==> config.mk <==
export PLATFORM = sky130hd
export DESIGN_NAME = embpc_port_control
export DESIGN_NICKNAME = d
export VERILOG_FILES = /design/src/hdl/embpc_pkg.sv /design/src/hdl/embpc_port_control.sv /design/src/hdl/embpc_reset_qual.sv
export SDC_FILE = /design/constraint.sdc
export NUM_CORES = 1
export LEC_CHECK = 0
export ABC_AREA = 1
export BUFFER_PORTS_ARGS = -buffer_cell sky130_fd_sc_hd__buf_2
export CORE_UTILIZATION = 40
export DETAILED_ROUTE_END_ITERATION = 10
export PLACE_DENSITY = 0.78
export SLEW_MARGIN = 0
export SYNTH_ARGS = -nofsm -noshare
export SYNTH_HDL_FRONTEND = slang
export SYNTH_SLANG_ARGS = --single-unit
==> constraint.sdc <==
create_clock -name clock -period 1.1 [get_ports clock]
set_input_delay 0.055 -clock clock [delete_from_list [all_inputs] [get_ports clock]]
set_output_delay 0.055 -clock clock [all_outputs]
set_load 0.005 [all_outputs]
==> src/hdl/embpc_pkg.sv <==
// Constants for the external memory bus and port control block
package embpc_pkg;
  localparam int unsigned OSC_PER_MACHINE_CYCLE = 12;
  localparam int unsigned RESET_MACHINE_CYCLES = 3;
  localparam int unsigned RESET_QUAL_CYCLES = RESET_MACHINE_CYCLES * OSC_PER_MACHINE_CYCLE;
  localparam int unsigned SERIAL_TX_MAX_MACHINE_CYCLES = 4;
  localparam int unsigned SERIAL_TX_MAX_CYCLES = SERIAL_TX_MAX_MACHINE_CYCLES * OSC_PER_MACHINE_CYCLE;
  localparam int unsigned PHASE_W = 4;
  localparam int unsigned QUAL_W = 6;
  localparam logic [PHASE_W-1:0] PHASE_LAST = PHASE_W'(OSC_PER_MACHINE_CYCLE - 1);
  localparam logic [PHASE_W-1:0] ALE_FIRST_START = 4'h0;
  localparam logic [PHASE_W-1:0] ALE_FIRST_END = 4'h1;
  localparam logic [PHASE_W-1:0] ALE_SECOND_START = 4'h6;
  localparam logic [PHASE_W-1:0] ALE_SECOND_END = 4'h7;
  localparam logic [7:0] PORT_RESET_VALUE = 8'hFF;
  localparam int unsigned P3_RXD = 0;
  localparam int unsigned P3_TXD = 1;
  localparam int unsigned P3_EXT_INTERRUPT_ZERO = 2;
  localparam int unsigned P3_EXT_INTERRUPT_ONE = 3;
  localparam int unsigned P3_T0 = 4;
  localparam int unsigned P3_T1 = 5;
  localparam int unsigned P3_WR = 6;
  localparam int unsigned P3_RD = 7;
  typedef enum logic [1:0] {P2_PORT, P2_ADDR_WEAK, P2_ADDR_STRONG} embpc_p2src_type;
endpackage

==> src/hdl/embpc_port_control.sv <==
// External memory bus timing and port 2, 3 and 4 pin control
// Function
// [RULE1] Latched ones drive only weak pull-up
// [RULE2] Port 2 carries high address on fetch
// [RULE3] 16-bit data access: strong high address byte
// [RULE4] 8-bit data access: port 2 keeps register
// [RULE5] Port 3 carries optional alternate functions
// [RULE6] Port 4 takes low address in verification
// [RULE7] Reset after three machine cycles low
// [RULE8] Serial channel stops within four machine cycles
// [RULE9] Address latch strobe marks low address byte
// [RULE10] Strobe pulses at one sixth oscillator rate
// [RULE11] One strobe skipped per data access
// [RULE12] Strobe held high during reset
// [RULE13] Machine cycle is twelve oscillator periods
`timescale 1ns/1ps
module embpc_port_control (
  input wire logic clock, // Oscillator clock, 250 MHz
  input wire logic rstn, // Asynchronous reset, active low
  input wire logic resetPinN, // Device reset pin, active low
  input wire logic fetchExternal, // Core fetches from external program memory
  input wire logic dataAccessWide, // Data access with 16-bit address
  input wire logic dataAccessNarrow, // Data access with 8-bit index register address
  input wire logic [7:0] addrHigh, // High address byte from core
  input wire logic [7:0] portTwoRegister, // Port 2 output register
  input wire logic [7:0] portThreeRegister, // Port 3 output register
  input wire logic [7:0] portFourRegister, // Port 4 output register
  input wire logic serialTxd, // Serial transmit data from core
  input wire logic writeStrobeN, // Data memory write strobe from core
  input wire logic readStrobeN, // Data memory read strobe from core
  input wire logic progVerify, // Program verification mode
  input wire logic [7:0] p3In, // Port 3 pin levels
  input wire logic [7:0] p4In, // Port 4 pin levels
  output logic addrLatchStrobe, // Address latch strobe pin
  output logic [7:0] p2Out, // Port 2 drive level
  output logic [7:0] p2Oe, // Port 2 strong drive enable
  output logic [7:0] p2WeakPullup, // Port 2 weak pull-up enable
  output logic [7:0] p3Out, // Port 3 drive level
  output logic [7:0] p3Oe, // Port 3 drive enable
  output logic [7:0] p3WeakPullup, // Port 3 weak pull-up enable
  output logic [7:0] p4Out, // Port 4 drive level
  output logic [7:0] p4Oe, // Port 4 drive enable
  output logic [7:0] p4WeakPullup, // Port 4 weak pull-up enable
  output logic [7:0] p3InSync, // Port 3 pins after synchroniser
  output logic [7:0] lowAddrVerify, // Low address byte in verification
  output logic serialRxd, // Serial receive input
  output logic extInterruptZero, // External interrupt 0 input
  output logic extInterruptOne, // External interrupt 1 input
  output logic timerZeroCountIn, // Timer 0 count input
  output logic timerOneCountIn, // Timer 1 count input
  output logic deviceReset, // Qualified internal reset
  output logic serialTxEnable // Serial channel transmit permit
);
  logic resetActive;
  logic [embpc_pkg::PHASE_W-1:0] phaseQ;
  logic skipSecondQ;
  logic aleQ;
  logic aleD;
  embpc_pkg::embpc_p2src_type p2Src;
  logic [7:0] p2OutQ, p2OeQ, p2WeakQ;
  logic [7:0] p3OutQ, p3OeQ, p3WeakQ;
  logic [7:0] p4OutQ, p4OeQ, p4WeakQ;
  logic [7:0] p3Sync1Q, p3Sync2Q;
  logic [7:0] p4Sync1Q, p4Sync2Q;
  logic [7:0] lowAddrQ;
  logic [7:0] p3Alt;

  embpc_reset_qual resetQual (
    .clock(clock),
    .rstn(rstn),
    .resetPinN(resetPinN),
    .resetActive(resetActive),
    .serialTxEnable(serialTxEnable)
  );

  // Quasi-bidirectional pin: strong low for a zero, weak pull-up for a one
  function automatic logic [1:0] quasiPin(input logic level);
    quasiPin = level ? 2'h1 : 2'h2; // [RULE1]
  endfunction

  // Machine-cycle phase counter, twelve oscillator periods per cycle
  always_ff @(posedge clock or negedge rstn) begin
    if (!rstn) begin
      phaseQ <= '0;
    end else if (resetActive || phaseQ == embpc_pkg::PHASE_LAST) begin
      phaseQ <= '0; // [RULE13]
    end else begin
      phaseQ <= phaseQ + 1'b1;
    end
  end

  // A data access is flagged by the core before the second strobe slot
  always_ff @(posedge clock or negedge rstn) begin
    if (!rstn) begin
      skipSecondQ <= 1'b0;
    end else if (phaseQ == embpc_pkg::ALE_FIRST_START) begin
      skipSecondQ <= 1'b0;
    end else if (phaseQ < embpc_pkg::ALE_SECOND_START && (dataAccessWide || dataAccessNarrow)) begin
      skipSecondQ <= 1'b1; // [RULE11]
    end
  end

  always_comb begin
    aleD = 1'b0;
    if (resetActive) begin
      aleD = 1'b1; // [RULE12]
    end else if (phaseQ == embpc_pkg::PHASE_LAST || phaseQ == embpc_pkg::ALE_FIRST_START) begin
      aleD = 1'b1; // [RULE10] [RULE9]
    end else if (phaseQ == embpc_pkg::ALE_SECOND_START) begin
      // A late access must not cut a pulse already begun down to one cycle
      aleD = aleQ; // [RULE10]
    end else if (phaseQ == embpc_pkg::ALE_SECOND_START - 1'b1
                 && !skipSecondQ && !dataAccessWide && !dataAccessNarrow) begin
      aleD = 1'b1; // [RULE10] [RULE11]
    end
  end

  always_ff @(posedge clock or negedge rstn) begin
    if (!rstn) begin
      aleQ <= 1'b1;
    end else begin
      aleQ <= aleD;
    end
  end

  always_comb begin
    if (dataAccessWide) begin
      p2Src = embpc_pkg::P2_ADDR_STRONG; // [RULE3]
    end else if (dataAccessNarrow) begin
      p2Src = embpc_pkg::P2_PORT; // [RULE4]
    end else if (fetchExternal) begin
      p2Src = embpc_pkg::P2_ADDR_STRONG; // [RULE2]
    end else begin
      p2Src = embpc_pkg::P2_PORT;
    end
  end

  // Per-pin drive; ports return to all ones with weak pull-ups in reset
  genvar i;
  generate
    for (i = 0; i < 8; i++) begin : gPin
      always_ff @(posedge clock or negedge rstn) begin
        if (!rstn) begin
          p2OutQ[i] <= embpc_pkg::PORT_RESET_VALUE[i];
          p2OeQ[i] <= 1'b0;
          p2WeakQ[i] <= 1'b1;
        end else if (resetActive) begin
          p2OutQ[i] <= embpc_pkg::PORT_RESET_VALUE[i];
          p2OeQ[i] <= 1'b0;
          p2WeakQ[i] <= 1'b1;
        end else if (p2Src == embpc_pkg::P2_ADDR_STRONG) begin
          p2OutQ[i] <= addrHigh[i]; // [RULE2] [RULE3]
          p2OeQ[i] <= 1'b1;
          p2WeakQ[i] <= 1'b0;
        end else begin
          p2OutQ[i] <= portTwoRegister[i]; // [RULE4]
          {p2OeQ[i], p2WeakQ[i]} <= quasiPin(portTwoRegister[i]); // [RULE1]
        end
      end

      always_ff @(posedge clock or negedge rstn) begin
        if (!rstn) begin
          p3OutQ[i] <= embpc_pkg::PORT_RESET_VALUE[i];
          p3OeQ[i] <= 1'b0;
          p3WeakQ[i] <= 1'b1;
        end else if (resetActive) begin
          p3OutQ[i] <= embpc_pkg::PORT_RESET_VALUE[i];
          p3OeQ[i] <= 1'b0;
          p3WeakQ[i] <= 1'b1;
        end else begin
          p3OutQ[i] <= portThreeRegister[i] & p3Alt[i]; // [RULE5]
          {p3OeQ[i], p3WeakQ[i]} <= quasiPin(portThreeRegister[i] & p3Alt[i]); // [RULE1]
        end
      end

      // Verification mode releases port 4 so the address can come in
      always_ff @(posedge clock or negedge rstn) begin
        if (!rstn) begin
          p4OutQ[i] <= embpc_pkg::PORT_RESET_VALUE[i];
          p4OeQ[i] <= 1'b0;
          p4WeakQ[i] <= 1'b1;
        end else if (resetActive || progVerify) begin
          p4OutQ[i] <= embpc_pkg::PORT_RESET_VALUE[i]; // [RULE6]
          p4OeQ[i] <= 1'b0;
          p4WeakQ[i] <= 1'b1;
        end else begin
          p4OutQ[i] <= portFourRegister[i];
          {p4OeQ[i], p4WeakQ[i]} <= quasiPin(portFourRegister[i]); // [RULE1]
        end
      end
    end
  endgenerate

  // Alternate outputs gate the latch; unused alternate slots stay high
  always_comb begin
    p3Alt = embpc_pkg::PORT_RESET_VALUE;
    p3Alt[embpc_pkg::P3_TXD] = serialTxd; // [RULE5]
    p3Alt[embpc_pkg::P3_WR] = writeStrobeN; // [RULE5]
    p3Alt[embpc_pkg::P3_RD] = readStrobeN; // [RULE5]
  end

  always_ff @(posedge clock or negedge rstn) begin
    if (!rstn) begin
      p3Sync1Q <= embpc_pkg::PORT_RESET_VALUE;
      p3Sync2Q <= embpc_pkg::PORT_RESET_VALUE;
      p4Sync1Q <= embpc_pkg::PORT_RESET_VALUE;
      p4Sync2Q <= embpc_pkg::PORT_RESET_VALUE;
    end else begin
      p3Sync1Q <= p3In;
      p3Sync2Q <= p3Sync1Q;
      p4Sync1Q <= p4In;
      p4Sync2Q <= p4Sync1Q;
    end
  end

  always_ff @(posedge clock or negedge rstn) begin
    if (!rstn) begin
      lowAddrQ <= '0;
    end else if (progVerify) begin
      lowAddrQ <= p4Sync2Q; // [RULE6]
    end
  end

  assign addrLatchStrobe = aleQ;
  assign p2Out = p2OutQ;
  assign p2Oe = p2OeQ;
  assign p2WeakPullup = p2WeakQ;
  assign p3Out = p3OutQ;
  assign p3Oe = p3OeQ;
  assign p3WeakPullup = p3WeakQ;
  assign p4Out = p4OutQ;
  assign p4Oe = p4OeQ;
  assign p4WeakPullup = p4WeakQ;
  assign p3InSync = p3Sync2Q;
  assign lowAddrVerify = lowAddrQ;
  assign serialRxd = p3Sync2Q[embpc_pkg::P3_RXD]; // [RULE5]
  assign extInterruptZero = p3Sync2Q[embpc_pkg::P3_EXT_INTERRUPT_ZERO];
  assign extInterruptOne = p3Sync2Q[embpc_pkg::P3_EXT_INTERRUPT_ONE];
  assign timerZeroCountIn = p3Sync2Q[embpc_pkg::P3_T0];
  assign timerOneCountIn = p3Sync2Q[embpc_pkg::P3_T1];
  assign deviceReset = resetActive; // [RULE7]
endmodule

==> src/hdl/embpc_reset_qual.sv <==
// Reset pin synchroniser and machine-cycle qualifier
`timescale 1ns/1ps
module embpc_reset_qual (
  input wire logic clock, // Oscillator clock
  input wire logic rstn, // Power-on reset of the logic
  input wire logic resetPinN, // Reset pin, asynchronous
  output logic resetActive, // Qualified device reset
  output logic serialTxEnable // Serial channel may still transmit
);
  logic sync1Q, sync2Q;
  logic [embpc_pkg::QUAL_W-1:0] lowCountQ;
  logic resetActiveQ, serialTxQ;

  always_ff @(posedge clock or negedge rstn) begin
    if (!rstn) begin
      sync1Q <= 1'b1;
      sync2Q <= 1'b1;
    end else begin
      sync1Q <= resetPinN;
      sync2Q <= sync1Q;
    end
  end

  // Glitches shorter than the qualifying time restart the count
  always_ff @(posedge clock or negedge rstn) begin
    if (!rstn) begin
      lowCountQ <= '0;
    end else if (sync2Q) begin
      lowCountQ <= '0;
    end else if (lowCountQ != embpc_pkg::QUAL_W'(embpc_pkg::RESET_QUAL_CYCLES)) begin
      lowCountQ <= lowCountQ + 1'b1; // [RULE7] [RULE13]
    end
  end

  always_ff @(posedge clock or negedge rstn) begin
    if (!rstn) begin
      resetActiveQ <= 1'b1;
    end else if (sync2Q) begin
      resetActiveQ <= 1'b0;
    end else if (lowCountQ == embpc_pkg::QUAL_W'(embpc_pkg::RESET_QUAL_CYCLES - 1)) begin
      resetActiveQ <= 1'b1; // [RULE7]
    end
  end

  // Transmit is stopped when reset is recognised, well inside the four-cycle limit
  always_ff @(posedge clock or negedge rstn) begin
    if (!rstn) begin
      serialTxQ <= 1'b0;
    end else begin
      serialTxQ <= !(resetActiveQ || (!sync2Q && lowCountQ == embpc_pkg::QUAL_W'(embpc_pkg::RESET_QUAL_CYCLES - 1)));
    end
  end

  assign resetActive = resetActiveQ;
  assign serialTxEnable = serialTxQ; // [RULE8]
endmodule
==> results.json, run 1 <==
{
  "status": "finished, violations left",
  "violations": "setup timing",
  "maxCapViolCount": 0,
  "setup_viol": 3,
  "drc": 0,
  "reg2regPathDepth": 7,
  "reg2reg_to": "resetQual.lowCountQ[1]",
  "crit_fanout": 2,
  "async_flop_share_pct": 100,
  "antenna_found_initial": 0,
  "port_buffers": 153,
  "slowest_stage": "dfstp_2",
  "powerDensity_nw_per_um2": 1350,
  "relSlewSlack_pct": 69.4,
  "rows": 36,
  "num_io_pins": 154,
  "dr.pass1.iters": 6,
  "gp_congestion": 0.763,
  "path_delay_family": "flip-flops",
  "holdWs_ns": 0.0521,
  "num-nets-final": 572,
  "cp_cell_sequence": "buf_6 > buf_6",
  "crit_path_max_incr_delay_ns": 0.56,
  "timing.critical_path.mode_cell": "buf_6",
  "dp_cells": 571,
  "worst-path-stages": 2,
  "synth.net_count": 366,
  "die_area_um2": 10400,
  "p_total_mw": 7.88,
  "n_antenna_cell": 0,
  "clock_latency_ns": 0.36,
  "grt_max_degree": 74,
  "synthCells": 302,
  "totalWireLength_um": 8570,
  "start_kind": "register",
  "cts_tree": "built",
  "synth_cell_type_count": 29,
  "hold_class": "input port to register",
  "final_util_pct": 60.0,
  "synthToLayoutAreaGrowth_pct": 46.1,
  "routedWlPerCell_um": 13.3,
  "tightest_slew_ns": 0.459,
  "worst_clock_skew_ns": 0.0137,
  "die_x_um": 102,
  "fillers": 792,
  "ant_nets": 0,
  "endpoint": "deviceReset",
  "cts_max_level": 3,
  "mappedNetlistArea_um2": 3990,
  "grt_pass1_vias": 2856,
  "yosys_warnings": 0,
  "r2r-start": "resetQual.lowCountQ[0]",
  "final_cells": 646,
  "synth-edff-count": 0,
  "coreArea_um2": 9730,
  "start_util_pct": 41.0,
  "path_buf_inv": 2,
  "final_cell_mix": "buf_2 (126), dfstp_2 (68), dlygate4sd3_1 (53), dfrtp_1 (43), nand2_1 (36)",
  "worstSetupPathType": "register to output port",
  "finalCritPeriodShare_pct": 104,
  "drt_iter0_markers": 72,
  "numCtsBuffers": 9,
  "hold_violations": 0,
  "setup_slack_ns": -0.0478,
  "fin_crit_ns": 1.15,
  "max_freq_ghz": 0.871,
  "ys_ff_latch": 112,
  "synth-seq-area-share_pct": 72.4,
  "grtUsageTotal_pct": 16.3,
  "clockBufferDepth": 2,
  "grt_overflow": 0,
  "avgViaCountPerCell": 4.32,
  "grt_pass1_wl_um": 12700,
  "syn_area_per_cell_um2": 13.2,
  "fin_tns_setup_ns": -0.113,
  "ctsRootBufferMaster": "clkbuf_8",
  "clkTransAtPathRegs_ns": 0.11,
  "crit_required_ns": 1.04,
  "final_common_cell": "buf_2",
  "layout-drive-gt1-share_pct": 60.0,
  "rsz0062_at_grt": "true",
  "synth_ff_type": "dfstp_2",
  "reg2reg_slack_ns": -0.04,
  "slew_violations": 0,
  "crit_start": "resetQual.resetActive",
  "end_kind": "output port",
  "ir_drop_mv": 0.701,
  "cts.sinks": 112,
  "dp_hpwl_um": 5500,
  "cp_data_arrival_time_ns": 1.09,
  "die_h_um": 102,
  "leakage_nw": 2.81,
  "num_vias": 2789
}
per-stage QoR:
step / setup WS (ns) / instance area [um^2]
after global routing: -0.102 / 5830
after global placement: -0.0263 / 4820
final: -0.0478 / 5830
after detailed placement: -0.108 / 4820
after floorplan: 0.00205 / 4010
after CTS: -0.0631 / 5640
cell usage after synthesis, types with 2 or more instances:
master | n | area, um^2
dfstp_2 | 68 | 1790
inv_1 | 30 | 113
nand3_1 | 19 | 95.1
inv_2 | 10 | 37.5
nor2_1 | 18 | 67.6
nand2_2 | 3 | 18.8
nand2_1 | 40 | 150
dfrtp_1 | 44 | 1100
a21oi_1 | 7 | 35.0
ha_1 | 6 | 75.1
buf_6 | 3 | 33.8
buf_4 | 21 | 158
xor2_1 | 2 | 17.5
nor3_1 | 2 | 10.0
nor2_4 | 8 | 90.1
mux2_2 | 8 | 90.1
registers in the layout, indices dropped and copies added (netlist names):
| register | count |
|---|---|
| p2Out | 8 |
| p3Oe | 8 |
| resetQual.resetActive | 1 |
| p2WeakPullup | 8 |
| addrLatchStrobe | 1 |
| phaseQ | 4 |
| resetQual.serialTxEnable | 1 |
| p3Sync1Q | 8 |
| p2Oe | 8 |
| p4Sync2Q | 8 |
| skipSecondQ | 1 |
| resetQual.lowCountQ | 6 |
| p4Sync1Q | 8 |
| lowAddrVerify | 8 |
| p3InSync | 8 |
| resetQual.sync1Q | 1 |
| p4Oe | 8 |
| p4Out | 8 |
| p3Out | 8 |
| resetQual.sync2Q | 1 |
worst min-delay path, delay by kind of cell:
kind / cells / cell delay (ns)
buf+inv: 2 / 0.12
simple gates: 3 / 0.18
compound gates: 1 / 0.06
what timing repair did:
| item | 4_1_cts | 5_1_grt |
|---|---|---|
| endpoints found under the setup margin | 11 | 68 |
| hold buffers | 53 | 0 |
| buffers inserted | 7 | 0 |
| hold endpoints to repair | 142 | 0 |
| pin swaps | 3 | 7 |
| resized for setup | 10 | 40 |
worst min path at each step:
stage,slack (ns),startpoint,to,depth (start not counted)
4_1_cts,0.04,dataAccessNarrow,addrLatchStrobe,6
5_1_grt,0.07,dataAccessNarrow,addrLatchStrobe,6
6_report,0.05,dataAccessNarrow,addrLatchStrobe,6
3_5_place_dp,0.11,rstn,lowAddrVerify[3],2
3_3_place_gp,0.09,rstn,lowAddrVerify[1],2
2_1_floorplan,-0.24,rstn,lowAddrVerify[0],0
cell type report:
class	count	area, um^2	share of cell area [%]
Multi-Input combinational cell	123	816	14.0
Inverter	42	175	3.00
Timing Repair Buffer	220	1590	27.2
Sequential cell	112	2890	49.5
Clock buffer	9	124	2.12
Clock inverter	7	76.3	1.31
Tap cell	133	166	2.85
logic make-up after synthesis:
logic type      synth area share (%)
mux                             2.26
flops                           72.4
xor+xnor                       0.658
simple gates                    12.3
fa+ha+maj                       1.88
compound gates                  1.41
buf+inv                         9.12
power breakdown:
| part | internal [mW] | switching [mW] |
|---|---|---|
| Sequential | 4.44 | 0.0986 |
| Combinational | 0.511 | 0.400 |
| Clock | 1.08 | 1.36 |
| Total | 6.03 | 1.86 |
layer usage:
metal / vias to the layer above / global-route usage, % / part of all wire [%]
met2: 91 / 29.6 / 55
met1: 1374 / 17.7 / 38
met3: 14 / 4.99 / 5.3
li1: 1310 / - / -
met5: - / 0 / 0
met4: 0 / 6.37 / 2.1
No activity file was read; power rests on OpenSTA's default activity.
==> run 2, diff against run 1 <==
Settings changed: BUFFER_PORTS_ARGS -buffer_cell sky130_fd_sc_hd__buf_2 to -buffer_cell sky130_fd_sc_hd__clkbuf_2, CORE_ASPECT_RATIO set to 1.25.
==> results.json, run 2 (synthesis gave the netlist of run 1 again) <==
{
  "setup_slack_ns": -0.0510,
  "coreArea_um2": 9660,
  "seq_area_um2": 2890,
  "totalWireLength_um": 8560,
  "cp_cell_sequence": "inv_2 > ha_4 > nand2_1 > nor2_1 > nand2_2 > nand3_2 > nand2_1",
  "ant_nets": 0,
  "port_buffers": 153,
  "clkPwrFrac_pct": 36.6,
  "slowest_stage": "dfrtp_1",
  "relSlewSlack_pct": 77.2,
  "end_kind": "register",
  "num_io_pins": 154,
  "fillers": 728,
  "dr.pass1.iters": 4,
  "setup_viol": 5,
  "multiInputGateArea_um2": 821,
  "drc": 0,
  "num_vias": 2853,
  "finalCritPeriodShare_pct": 105,
  "clkTransAtPathRegs_ns": 0.08,
  "numCtsBuffers": 9,
  "rsz0062_at_grt": "true",
  "powerDensity_nw_per_um2": 1470,
  "die_area_um2": 10400,
  "synthToLayoutAreaGrowth_pct": 45.6,
  "die_x_um": 91.3,
  "max_freq_ghz": 0.869,
  "path_delay_family": "flip-flops",
  "p_switching_mw": 2.04,
  "switching_share_pct": 23.8,
  "layout-drive-gt1-share_pct": 60.7,
  "worst_clock_skew_ns": 0.00850,
  "clock_latency_ns": 0.34,
  "fin_crit_ns": 1.15,
  "avgViaCountPerCell": 4.44,
  "cts.sinks": 112,
  "hold_class": "input port to register",
  "die_h_um": 114,
  "timing.critical_path.mode_cell": "nand2_1",
  "combPwrFrac_pct": 10.3,
  "gp_congestion": 0.751,
  "leakage_nw": 2.85,
  "grt_pass1_vias": 2923,
  "path_buf_inv": 1,
  "crit_path_max_incr_delay_ns": 0.42,
  "n_antenna_cell": 0,
  "final_cell_mix": "clkbuf_2 (151), dfstp_2 (68), dlygate4sd3_1 (53), dfrtp_1 (43), nand2_1 (37)",
  "num-nets-final": 575,
  "grt_max_degree": 55,
  "dp_cells": 563,
  "dp_hpwl_um": 5390,
  "drt_iter0_markers": 89,
  "cts_tree": "built",
  "hold_violations": 0,
  "final_common_cell": "clkbuf_2",
  "seq_power_share_pct": 53.1,
  "grt_overflow": 0,
  "place_ws_ns": -0.0730,
  "holdWs_ns": 0.0939,
  "tightest_slew_ns": 0.342,
  "violations": "setup timing",
  "grtUsageTotal_pct": 16.9,
  "cp_data_arrival_time_ns": 1.38,
  "slew_violations": 0,
  "ir_drop_mv": 0.684,
  "ctsRootBufferMaster": "clkbuf_16",
  "internal_power_mw": 6.50,
  "final_cells": 642,
  "p_total_mw": 8.54,
  "grt_pass1_wl_um": 13400,
  "status": "finished, violations left",
  "cts_max_level": 3,
  "crit_fanout": 3,
  "rows": 40,
  "routedWlPerCell_um": 13.3,
  "start_util_pct": 41.3,
  "crit_required_ns": 1.33,
  "clockBufferDepth": 2,
  "worstSetupPathType": "register to register",
  "maxCapViolCount": 0,
  "antenna_found_initial": 0,
  "start_kind": "register"
}
## run 2: changes by cell type in the layout (fill, tap and decap cells not counted), sizes merged
cell	before	now
bufinv	1	0
clkbuf	9	160
clkinvlp	1	0
inv	44	45
clkinv	3	4
buf	167	19
## run 2: power by group through the flow
stage / clock [mW] / combinational, mW / sequential, mW
2_1_floorplan: 0 / 0.274 / 4.61
3_3_place_gp: 0 / 0.673 / 4.59
3_5_place_dp: 0 / 0.694 / 4.60
4_1_cts: 3.22 / 0.859 / 4.53
5_1_grt: 3.38 / 0.969 / 4.55
6_report: 3.13 / 0.879 / 4.53
## run 2: worst min-delay path: stages
cell and delay, ns:
clkbuf_2 0.09, nand2_2 0.07, nand2_4 0.08, nand2_1 0.07, nand3_1 0.07
## run 2: through the flow
step / TNS (ns) / instance area [um^2] / utilization (%)
final: -0.140 / 5810 / 60.2
after global routing: -0.447 / 5810 / 60.2
after CTS: -0.140 / 5710 / 59.2
after detailed placement: -0.200 / 4820 / 49.9
after global placement: -0.0505 / 4820 / 49.9
after floorplan: 0 / 4010 / -
## run 2: final timing paths
| path | from | end | slack [ns] | cells past startpoint |
|---|---|---|---|---|
| setup reg to reg | resetQual.lowCountQ[0] | resetQual.lowCountQ[1] | -0.05 | 7 |
| setup / recovery | resetQual.lowCountQ[0] | resetQual.lowCountQ[1] | -0.05 | 7 |
| max in group asynchronous | rstn | p3Out[7] | 0.41 | 3 |
| hold / removal | fetchExternal | p2Out[4] | 0.09 | 5 |
| min in group asynchronous | rstn | lowAddrVerify[1] | 0.10 | 2 |
| hold reg to reg | p4Sync1Q[4] | p4Sync2Q[4] | 0.35 | 0 |
## run 2: final cells by class
class | count | share of cell area [%]
inverters | 42 | 3.01
clock inverters | 7 | 1.08
multi-input cells | 123 | 14.1
flip-flops and latches | 112 | 49.7
repair buffers | 223 | 25.5
well taps | 126 | 2.71
clock buffers | 9 | 3.88
## run 2: repair_timing
action,CTS,global route
pin swaps,5,16
endpoints found under the hold margin,118,0
endpoints found under the setup margin,7,29
buffers inserted,8,3
gates resized for setup,8,25
hold buffers,53,0
## run 2: metal layers
layer,global-route usage (%),vias up,share of wire [%],wire (um)
met5,0,-,0,0
met4,8.25,0,2.4,205
met3,4.93,21,5.2,445
met2,30.7,121,54,4650
met1,18.0,1396,38,3250
li1,-,1315,-,-
